File: src/common/prs_pkg.sv
// Shared constants and types for the request sideband upper block
package prs_pkg;

   // Register map, byte addresses
   localparam logic [7:0]  OFF_CTRL      = 8'h00;
   localparam logic [7:0]  OFF_STATUS    = 8'h04;
   localparam logic [7:0]  OFF_MASK      = 8'h08;
   localparam logic [7:0]  OFF_HINT      = 8'h0C;
   localparam logic [7:0]  OFF_STT_BASE  = 8'h20;

   // Control fields and reset values
   localparam int          CTRL_PAR_EN   = 0;
   localparam int          CTRL_ENDPOINT = 1;
   localparam logic [31:0] CTRL_RST      = 32'h0000_0003;
   localparam logic [31:0] MASK_RST      = 32'h0000_0000;
   localparam logic [7:0]  STT_RST       = 8'h00;

   // Event bits in status and mask
   localparam int          EV_ABORT      = 0;
   localparam int          EV_PARITY     = 1;
   localparam int          EV_PROGRESS   = 2;
   localparam int          EV_W          = 3;

   // Hint readback fields
   localparam int          HINT_TAG_LSB  = 0;
   localparam int          HINT_PH_LSB   = 8;
   localparam int          HINT_PRES     = 10;
   localparam int          HINT_SEQ_LSB  = 12;

   // Bus responses
   localparam logic [1:0]  RESP_OKAY     = 2'h0;
   localparam logic [1:0]  RESP_SLVERR   = 2'h2;

   // Request sideband, bit 59 down to bit 0
   typedef struct packed {
      logic [31:0] parity;
      logic [3:0]  seq;
      logic [7:0]  steering_value;
      logic        tph_indirect;
      logic [1:0]  tph_type;
      logic        tph_present;
      logic        abort;
      logic [10:0] lower;
   } prs_sideband_t;

   // Hint fields passed to the link
   typedef struct packed {
      logic        present;
      logic [1:0]  ph;
      logic [7:0]  tag;
   } prs_hint_t;

   // AXI4-Lite master to slave
   typedef struct packed {
      logic [7:0]  awaddr;
      logic        awvalid;
      logic [31:0] wdata;
      logic [3:0]  wstrb;
      logic        wvalid;
      logic        bready;
      logic [7:0]  araddr;
      logic        arvalid;
      logic        rready;
   } prs_axil_req_t;

   // AXI4-Lite slave to master
   typedef struct packed {
      logic        awready;
      logic        wready;
      logic        bvalid;
      logic [1:0]  bresp;
      logic        arready;
      logic        rvalid;
      logic [31:0] rdata;
      logic [1:0]  rresp;
   } prs_axil_rsp_t;

   // Packet position
   typedef enum logic [0:0] {
      ST_FIRST = 1'b0,
      ST_BODY  = 1'b1
   } prs_pkt_st_t;

endpackage : prs_pkg

File: src/design/prs_top.sv
// Request sideband upper block: abort, hint, progress number, parity
// Function
// - Raised abort flag makes the device nullify the matching packet on the link.
// - Abort may come on any beat; packet stays errored to its end.
// - Abort raised only with valid, sampled only with ready; user holds it.
// - As endpoint, an aborted packet is also reported as an error message.
// - Hint-present bit sampled on first handshake beat; zero when hints unused.
// - Two-bit hint type sampled on first beat; ignored without hint present.
// - Indirect bit set selects table entry by low steering bits, else direct.
// - Eight-bit steering value sampled on first beat; ignored without hint.
// - Progress number captured on first beat, shown once the packet leaves.
// - Only parity bits of the configured payload width are checked.
// - Parity mismatch nullifies the packet and reports an internal error.
// - Progress valid pulses exactly one cycle with each new progress number.
//
// Our own choices: the placing of the registers and register access over AXI4-Lite.
module prs_top
   import prs_pkg::*;
#(
   parameter int DATA_W    = 256,
   parameter int STT_DEPTH = 4
) (
   // Clock and reset
   input  wire logic              sys_clk_i,
   input  wire logic              resetn_i,
   // Register bus
   input  wire prs_axil_req_t     axil_req_i,
   output prs_axil_rsp_t          axil_rsp_o,
   // Request stream from user
   input  wire logic [DATA_W-1:0] request_stream_payload_i,
   input  wire prs_sideband_t     request_sideband_i,
   input  wire logic              request_stream_last_i,
   input  wire logic              request_stream_valid_i,
   output logic                   request_stream_ready_o,
   // Link side
   output logic [DATA_W-1:0]      link_data_o,
   output logic                   link_last_o,
   output logic                   link_nullify_o,
   output logic                   link_valid_o,
   input  wire logic              link_ready_i,
   output prs_hint_t              link_hint_o,
   // Progress and error reports
   output logic [3:0]             progress_number_out_o,
   output logic                   progress_number_out_valid_o,
   output logic                   aer_abort_report_o,
   output logic                   internal_error_report_o,
   output logic                   irq_o
);

   localparam int IDX_W = (STT_DEPTH > 1) ? $clog2(STT_DEPTH) : 1;
   // Bus state
   logic              awready_ff, wready_ff, bvalid_ff, arready_ff, rvalid_ff;
   logic [1:0]        bresp_ff, rresp_ff;
   logic [31:0]       rdata_ff;
   logic              aw_got_ff, w_got_ff;
   logic [7:0]        awaddr_ff;
   logic [31:0]       wdata_ff;
   logic [3:0]        wstrb_ff;
   logic              aw_take, w_take, wr_do, ar_take, nxt_aw_got, nxt_w_got, nxt_rvalid;

   // Registers
   logic [31:0]       ctrl_ff, mask_ff;
   logic [EV_W-1:0]   status_ff, nxt_status, ev_set, ev_clr;
   logic [7:0]        stt_ff [STT_DEPTH];

   // Stream state
   prs_pkt_st_t       st_ff;
   logic              ready_ff, out_valid_ff, nxt_out_valid, take, drain, first;
   logic              abort_ff, perr_ff, par_bad, perr_now, beat_bad;
   logic [DATA_W-1:0] data_ff;
   logic              last_ff, nullify_ff, prog_vld_ff, aer_ff, ierr_ff, irq_ff;
   prs_hint_t         hint_ff;
   logic [3:0]        seq_ff, prog_ff;
   logic [7:0]        stt_rd, tag_sel;

   // Byte-lane merge of a write
   function automatic logic [31:0] merge(input logic [31:0] old,
                                         input logic [31:0] data,
                                         input logic [3:0]  strb);
      logic [31:0] res;
      res = old;
      for (int b = 0; b < 4; b++) begin
         if (strb[b]) begin
            res[8*b +: 8] = data[8*b +: 8];
         end
      end
      return res;
   endfunction : merge

   // Register decode
   function automatic logic mapped(input logic [7:0] a);
      logic ok;
      ok = (a == OFF_CTRL) || (a == OFF_STATUS) || (a == OFF_MASK) || (a == OFF_HINT);
      for (int i = 0; i < STT_DEPTH; i++) begin
         ok = ok || (a == OFF_STT_BASE + 8'(4 * i));
      end
      return ok;
   endfunction : mapped

   // Write channel handshakes, address and data in either order
   assign aw_take    = axil_req_i.awvalid & awready_ff;
   assign w_take     = axil_req_i.wvalid & wready_ff;
   assign wr_do      = aw_got_ff & w_got_ff & ~bvalid_ff;
   assign nxt_aw_got = aw_take | (aw_got_ff & ~wr_do);
   assign nxt_w_got  = w_take | (w_got_ff & ~wr_do);
   always_ff @(posedge sys_clk_i or negedge resetn_i) begin
      if (!resetn_i) begin
         aw_got_ff  <= 1'b0;
         w_got_ff   <= 1'b0;
         awready_ff <= 1'b0;
         wready_ff  <= 1'b0;
         awaddr_ff  <= 8'h00;
         wdata_ff   <= 32'h0000_0000;
         wstrb_ff   <= 4'h0;
      end else begin
         aw_got_ff  <= nxt_aw_got;
         w_got_ff   <= nxt_w_got;
         awready_ff <= ~nxt_aw_got;
         wready_ff  <= ~nxt_w_got;
         if (aw_take) begin
            awaddr_ff <= axil_req_i.awaddr;
         end
         if (w_take) begin
            wdata_ff <= axil_req_i.wdata;
            wstrb_ff <= axil_req_i.wstrb;
         end
      end
   end

   // Write response
   always_ff @(posedge sys_clk_i or negedge resetn_i) begin
      if (!resetn_i) begin
         bvalid_ff <= 1'b0;
         bresp_ff  <= RESP_OKAY;
      end else if (wr_do) begin
         bvalid_ff <= 1'b1;
         bresp_ff  <= mapped(awaddr_ff) ? RESP_OKAY : RESP_SLVERR;
      end else if (axil_req_i.bready) begin
         bvalid_ff <= 1'b0;
      end
   end

   // Control, mask and steering table
   always_ff @(posedge sys_clk_i or negedge resetn_i) begin
      if (!resetn_i) begin
         ctrl_ff <= CTRL_RST;
         mask_ff <= MASK_RST;
      end else if (wr_do) begin
         if (awaddr_ff == OFF_CTRL) begin
            ctrl_ff <= merge(ctrl_ff, wdata_ff, wstrb_ff);
         end
         if (awaddr_ff == OFF_MASK) begin
            mask_ff <= merge(mask_ff, wdata_ff, wstrb_ff);
         end
      end
   end

   for (genvar i = 0; i < STT_DEPTH; i++) begin : g_stt
      always_ff @(posedge sys_clk_i or negedge resetn_i) begin
         if (!resetn_i) begin
            stt_ff[i] <= STT_RST;
         end else if (wr_do && awaddr_ff == OFF_STT_BASE + 8'(4 * i) && wstrb_ff[0]) begin
            stt_ff[i] <= wdata_ff[7:0];
         end
      end
   end

   // Sticky events, write one to clear, set wins
   assign ev_clr = (wr_do && awaddr_ff == OFF_STATUS && wstrb_ff[0]) ? wdata_ff[EV_W-1:0] : '0;
   assign ev_set = {prog_vld_ff, ierr_ff, aer_ff};
   assign nxt_status = (status_ff & ~ev_clr) | ev_set;

   always_ff @(posedge sys_clk_i or negedge resetn_i) begin
      if (!resetn_i) begin
         status_ff <= '0;
         irq_ff    <= 1'b0;
      end else begin
         status_ff <= nxt_status;
         irq_ff    <= |(nxt_status & mask_ff[EV_W-1:0]);
      end
   end

   // Read channel
   assign ar_take    = axil_req_i.arvalid & arready_ff;
   assign nxt_rvalid = ar_take | (rvalid_ff & ~axil_req_i.rready);
   always_ff @(posedge sys_clk_i or negedge resetn_i) begin
      if (!resetn_i) begin
         rvalid_ff  <= 1'b0;
         arready_ff <= 1'b0;
         rdata_ff   <= 32'h0000_0000;
         rresp_ff   <= RESP_OKAY;
      end else begin
         rvalid_ff  <= nxt_rvalid;
         arready_ff <= ~nxt_rvalid;
         if (ar_take) begin
            rresp_ff <= mapped(axil_req_i.araddr) ? RESP_OKAY : RESP_SLVERR;
            rdata_ff <= 32'h0000_0000;
            case (axil_req_i.araddr)
               OFF_CTRL:   rdata_ff <= ctrl_ff;
               OFF_STATUS: rdata_ff <= 32'(status_ff);
               OFF_MASK:   rdata_ff <= mask_ff;
               OFF_HINT: begin
                  rdata_ff[HINT_TAG_LSB +: 8] <= hint_ff.tag;
                  rdata_ff[HINT_PH_LSB +: 2]  <= hint_ff.ph;
                  rdata_ff[HINT_PRES]         <= hint_ff.present;
                  rdata_ff[HINT_SEQ_LSB +: 4] <= seq_ff;
               end
               default: begin
                  for (int i = 0; i < STT_DEPTH; i++) begin
                     if (axil_req_i.araddr == OFF_STT_BASE + 8'(4 * i)) begin
                        rdata_ff <= 32'(stt_ff[i]);
                     end
                  end
               end
            endcase
         end
      end
   end

   // Parity check on each accepted beat
   prs_parity_chk #(
      .DATA_W (DATA_W),
      .PAR_W  (32)
   ) u_par (
      .data_i     (request_stream_payload_i),
      .parity_i   (request_sideband_i.parity),
      .mismatch_o (par_bad)
   );

   // One-stage slice toward the link
   assign take          = request_stream_valid_i & ready_ff;
   assign drain         = out_valid_ff & link_ready_i;
   assign nxt_out_valid = take | (out_valid_ff & ~link_ready_i);
   assign first         = (st_ff == ST_FIRST);
   assign perr_now      = ctrl_ff[CTRL_PAR_EN] & par_bad;
   assign beat_bad      = request_sideband_i.abort | abort_ff | perr_now | perr_ff;
   assign stt_rd        = stt_ff[request_sideband_i.steering_value[IDX_W-1:0]];
   assign tag_sel       = request_sideband_i.tph_indirect ? stt_rd :
                          request_sideband_i.steering_value;

   always_ff @(posedge sys_clk_i or negedge resetn_i) begin
      if (!resetn_i) begin
         ready_ff     <= 1'b0;
         out_valid_ff <= 1'b0;
         data_ff      <= '0;
         last_ff      <= 1'b0;
         nullify_ff   <= 1'b0;
      end else begin
         ready_ff     <= ~nxt_out_valid;
         out_valid_ff <= nxt_out_valid;
         if (take) begin
            data_ff    <= request_stream_payload_i;
            last_ff    <= request_stream_last_i;
            nullify_ff <= beat_bad;
         end
      end
   end

   // Packet position and sticky errors
   always_ff @(posedge sys_clk_i or negedge resetn_i) begin
      if (!resetn_i) begin
         st_ff    <= ST_FIRST;
         abort_ff <= 1'b0;
         perr_ff  <= 1'b0;
      end else if (take) begin
         case (st_ff)
            ST_FIRST: st_ff <= request_stream_last_i ? ST_FIRST : ST_BODY;
            ST_BODY:  st_ff <= request_stream_last_i ? ST_FIRST : ST_BODY;
            default:  st_ff <= ST_FIRST;
         endcase
         abort_ff <= ~request_stream_last_i & (abort_ff | request_sideband_i.abort);
         perr_ff  <= ~request_stream_last_i & (perr_ff | perr_now);
      end
   end

   // Hint and progress number captured on the first beat
   always_ff @(posedge sys_clk_i or negedge resetn_i) begin
      if (!resetn_i) begin
         hint_ff <= '0;
         seq_ff  <= 4'h0;
      end else if (take && first) begin
         hint_ff.present <= request_sideband_i.tph_present;
         hint_ff.ph      <= request_sideband_i.tph_present ?
                            request_sideband_i.tph_type : 2'h0;
         hint_ff.tag     <= request_sideband_i.tph_present ? tag_sel : 8'h00;
         seq_ff          <= request_sideband_i.seq;
      end
   end

   // Reports at packet end, progress once the last beat has left
   always_ff @(posedge sys_clk_i or negedge resetn_i) begin
      if (!resetn_i) begin
         aer_ff      <= 1'b0;
         ierr_ff     <= 1'b0;
         prog_vld_ff <= 1'b0;
         prog_ff     <= 4'h0;
      end else begin
         aer_ff      <= take & request_stream_last_i & ctrl_ff[CTRL_ENDPOINT] &
                        (request_sideband_i.abort | abort_ff);
         ierr_ff     <= take & request_stream_last_i & (perr_now | perr_ff);
         prog_vld_ff <= drain & last_ff;
         if (drain && last_ff) begin
            prog_ff <= seq_ff;
         end
      end
   end

   // Outputs
   assign request_stream_ready_o      = ready_ff;
   assign link_data_o                 = data_ff;
   assign link_last_o                 = last_ff;
   assign link_nullify_o              = nullify_ff;
   assign link_valid_o                = out_valid_ff;
   assign link_hint_o                 = hint_ff;
   assign progress_number_out_o       = prog_ff;
   assign progress_number_out_valid_o = prog_vld_ff;
   assign aer_abort_report_o          = aer_ff;
   assign internal_error_report_o     = ierr_ff;
   assign irq_o                       = irq_ff;
   assign axil_rsp_o = '{awready: awready_ff, wready: wready_ff, bvalid: bvalid_ff,
                         bresp: bresp_ff, arready: arready_ff, rvalid: rvalid_ff,
                         rdata: rdata_ff, rresp: rresp_ff};
endmodule : prs_top

File: src/design/prs_parity_chk.sv
// Per-byte odd parity check of the request payload
module prs_parity_chk
   import prs_pkg::*;
#(
   parameter int DATA_W = 256,
   parameter int PAR_W  = 32
) (
   // Beat under test
   input  wire logic [DATA_W-1:0] data_i,
   input  wire logic [PAR_W-1:0]  parity_i,
   // Result
   output logic                   mismatch_o
);

   localparam int LANES = DATA_W / 8;

   logic [LANES-1:0] lane_bad;

   // Only lanes of the configured width are checked
   for (genvar i = 0; i < LANES; i++) begin : g_lane
      assign lane_bad[i] = ~((^data_i[8*i +: 8]) ^ parity_i[i]);
   end

   assign mismatch_o = |lane_bad;

endmodule : prs_parity_chk

File: config.mk
export PLATFORM = sky130hd
export DESIGN_NAME = prs_top
export DESIGN_NICKNAME = d
export VERILOG_FILES = /design/src/common/prs_pkg.sv /design/src/design/prs_top.sv /design/src/design/prs_parity_chk.sv
export SDC_FILE = /design/constraint.sdc
export NUM_CORES = 1
export LEC_CHECK = 0
export BUFFER_PORTS_ARGS = -buffer_cell sky130_fd_sc_hd__buf_2
export CAP_MARGIN = 20
export CORE_AREA = 2 2 275 277
export CTS_CLUSTER_DIAMETER = 120
export DETAILED_ROUTE_END_ITERATION = 16
export DIE_AREA = 0 0 277 279
export GPL_ROUTABILITY_DRIVEN = 0
export SKIP_CTS_REPAIR_TIMING = 1
export SLEW_MARGIN = 25
export SYNTH_ARGS = -nofsm -noshare
export SYNTH_HDL_FRONTEND = slang
export SYNTH_SLANG_ARGS = --single-unit
File: constraint.sdc
create_clock -name sys_clk_i -period 2.1 [get_ports sys_clk_i]
set_input_delay 0.105 -clock sys_clk_i [delete_from_list [all_inputs] [get_ports sys_clk_i]]
set_output_delay 0.105 -clock sys_clk_i [all_outputs]
set_load 0.01 [all_outputs]
==> metrics.txt <==
Final Slew Violations 0; P_leak 16.3 nW; status finished with violations; Die Y 279 um; clk sinks 470; Max Used Layer met5; HP Class in2reg; hold path endpoint rdata_ff[1]$_DFFE_PN0P_; Power Total 0.0298 W; clock slew at reported path FFs 0.06 ns; fin crit share 100%; hold path depth 4; die area 0.0773 mm^2; All-Layer GR Usage 19.4%; Fmax 475 MHz; Worst R2R Start bvalid_ff$_DFFE_PN0P_; CORE AREA between 0.07 and 0.08 mm^2; Max Cap Viol 0; Power Density 951 mW/mm^2; Setup crit start kind input port; Wirelength per Cell 19.6 um; Seq/Total Area, Yosys 56.3%; Initial Util 28.2%; CP most frequent cell xnor2_1; H-tree levels 2; Mapped Area 0.0209 mm^2; Buf+Inv Stages, Crit Path 3; clock period minus worst slack 2.10 ns; clk_lat worst skew between 0.6 and 0.7 ns; Nets 3496; R2R cell count 9; routed via count 18800; cell breakdown of the critical path dlygate4sd3_1 > buf_2 > xnor2_1 > xnor3_1 > xnor2_1 > nor4_1 > nand4_2 > o41ai_2 > buf_4 > a21oi_1; Cell variety after synth between 40 and 50; CP endpoint kind flop; CTS buffer count 53; Layout fillers slightly above 7000; Top delay family on crit path buffers and inverters; global-route wire length before repair 112 mm; CP required about 2.6 ns; failing checks setup timing; syn avg cell area 10.3 um^2; slowest stage cell on the critical path dlygate4sd3_1; final WL between 80 and 90 mm; HP Start axil_req_i[7]; # setup viols final 1; Syn Inst Count 2020; PortBufs 684; router iterations before antenna repair 5; synthesis-to-finish area growth 50.3%; maximum fanout along the worst path 3; wl on met1 35.3 mm; FF-to-FF End irq_o$_DFF_PN0_; Post-route DRC 0; hpwl dp around 60 mm; setup slack after layout -0.00343 ns; routed vias/inst about 4.5; largest net degree at the start of global routing 63; post-route ant nets 0; routed wire length on met3 6.45 mm; maximum vdd drop 0.695 mV; Async S/R FF share, synth 100%; vias in the first global route 17400; WS Path Type in2reg; RSZ-0062 raised after global routing true; Core Util, Final 42.4%; Post-synth EDFFs 0; reg-to-reg slack, setup 0.01 ns; num ports 698; Final Hold Fails 0; WP data arrival 2.58 ns; row cnt 100; worst-margin pin slew slightly above 0.8 ns; WL met2 36.7 mm; crit-path max cell delay 0.56 ns; top_reg_cell synth dfrtp_1; Final Skew 0.0186 ns; DR iter-0 viols between 1000 and 1500; share of layout cells above drive strength 1 33.5%; Root Driver clkbuf_16; gr ovfl total 0; Max-Slew Margin vs Limit 44.8%; CTS Buffer Depth 3; CTS tree built; Die X-Extent 277 um; Synth warnings 0; initial antenna violation count 13; flops & latches, synth 470
[cells in the final DEF, fill, tap and decap left out, types with 20 or more instances in the layout]
cell	count
o21ai_0	29
xnor3_1	24
dlygate4sd3_1	328
buf_4	102
xor2_1	48
mux2_2	137
nor2_1	66
clkbuf_16	53
dfrtp_1	468
mux2i_1	31
nand2_1	831
a221oi_1	20
xnor2_1	159
buf_2	683
[synthesized netlist by cell type (4+ instances only)]
cell,number,area share [%]
xnor3_1,24,2.6
inv_1,13,0.23
o21ai_0,29,0.69
a211oi_1,5,0.18
a22oi_1,9,0.32
a21oi_1,14,0.34
mux2_1,7,0.38
a221oi_1,20,0.84
mux4_2,6,0.65
mux2i_1,31,1.5
a31oi_1,4,0.12
nand4_1,5,0.15
nor2_1,66,1.2
mux2_2,137,7.4
o21ai_1,5,0.12
nor4_1,7,0.21
xnor2_1,159,6.7
clkbuf_1,77,1.4
nand3_1,4,0.096
xor2_1,48,2.0
nand2_1,841,15
buf_4,7,0.25
dfrtp_1,468,56
[worst min-delay path, cell delays in order]
cell and delay [ns]:
buf_2 0.11, nand4_1 0.15, or3b_2 0.14, a31oi_1 0.07
[per-layer routing]
layer  vias to the layer above  GRT usage [%]
li1                       8731              -
met1                      9161           26.5
met2                       760           29.5
met3                       142           5.56
met4                         2           6.17
met5                         -              0
[through the flow]
| step | area (um^2) | hold WS (ns) | worst slack, ns | cells | setup TNS [ns] |
|---|---|---|---|---|---|
| 2_1_floorplan | 20900 | -0.191 | 0.254 | 2021 | 0 |
| 3_3_place_gp | 26300 | 0.0942 | -0.430 | 3703 | -1.64 |
| 3_5_place_dp | 26300 | 0.0987 | -0.440 | 3703 | -2.70 |
| 4_1_cts | 28000 | -0.565 | -0.360 | 3801 | -1.75 |
| 5_1_grt | 31400 | 0.00381 | -0.147 | 4137 | -0.418 |
| 6_report | 31400 | 0.00922 | -0.00343 | 4142 | -0.00343 |
[final cells by class]
| class | count | area [um^2] | area share (%) |
|---|---|---|---|
| flip-flops and latches | 470 | 11800 | 37.5 |
| multi-input cells | 1451 | 8810 | 28.1 |
| repair buffers | 1129 | 7780 | 24.8 |
| clock buffers | 72 | 1500 | 4.77 |
| well taps | 969 | 1210 | 3.86 |
| clock inverters | 26 | 238 | 0.758 |
| inverters | 13 | 48.8 | 0.155 |
| diodes | 12 | 30.0 | 0.0957 |
[how the worst max path moves through the flow]
| stage | startpoint | endpoint | slack (ns) | cells past startpoint |
|---|---|---|---|---|
| finish | request_stream_payload_i[231] | link_nullify_o$_DFFE_PN0P_ | -0.003 | 10 |
| CTS | awaddr_ff[4]$_DFFE_PN0P_ | irq_o$_DFF_PN0_ | -0.36 | 9 |
| floorplan | bvalid_ff$_DFFE_PN0P_ | stt_ff[18]$_DFFE_PN0P_ | 0.25 | 5 |
| detailed placement | request_stream_payload_i[146] | internal_error_report_o$_DFF_PN0_ | -0.44 | 10 |
| global placement | request_stream_payload_i[245] | internal_error_report_o$_DFF_PN0_ | -0.43 | 9 |
| global route | bvalid_ff$_DFFE_PN0P_ | irq_o$_DFF_PN0_ | -0.15 | 9 |
[registers in the layout, indices dropped and copies added, names as in the netlist, 3 cells and up]
name	cells
status_ff	3
stt_ff	32
rdata_ff	32
awaddr_ff	8
wstrb_ff	4
seq_ff	4
progress_number_out_o	4
mask_ff	32
link_data_o	256
wdata_ff	32
link_hint_o	11
ctrl_ff	32
[cells by family after synthesis]
logic type | synth area share, %
AOI/OAI and AO/OA | 2.91
muxes | 9.90
DFF | 56.3
other | 0.0180
and+or+nand+nor | 17.6
xor gates and xnor gates | 11.3
buffers and inverters | 1.94
[power by group]
part	total [W]	switching [W]	internal (W)
logic	0.00819	0.00442	0.00376
clock network	0.00929	0.00400	0.00529
registers	0.0124	0.00137	0.0110
No activity file was read; power rests on OpenSTA's default activity.
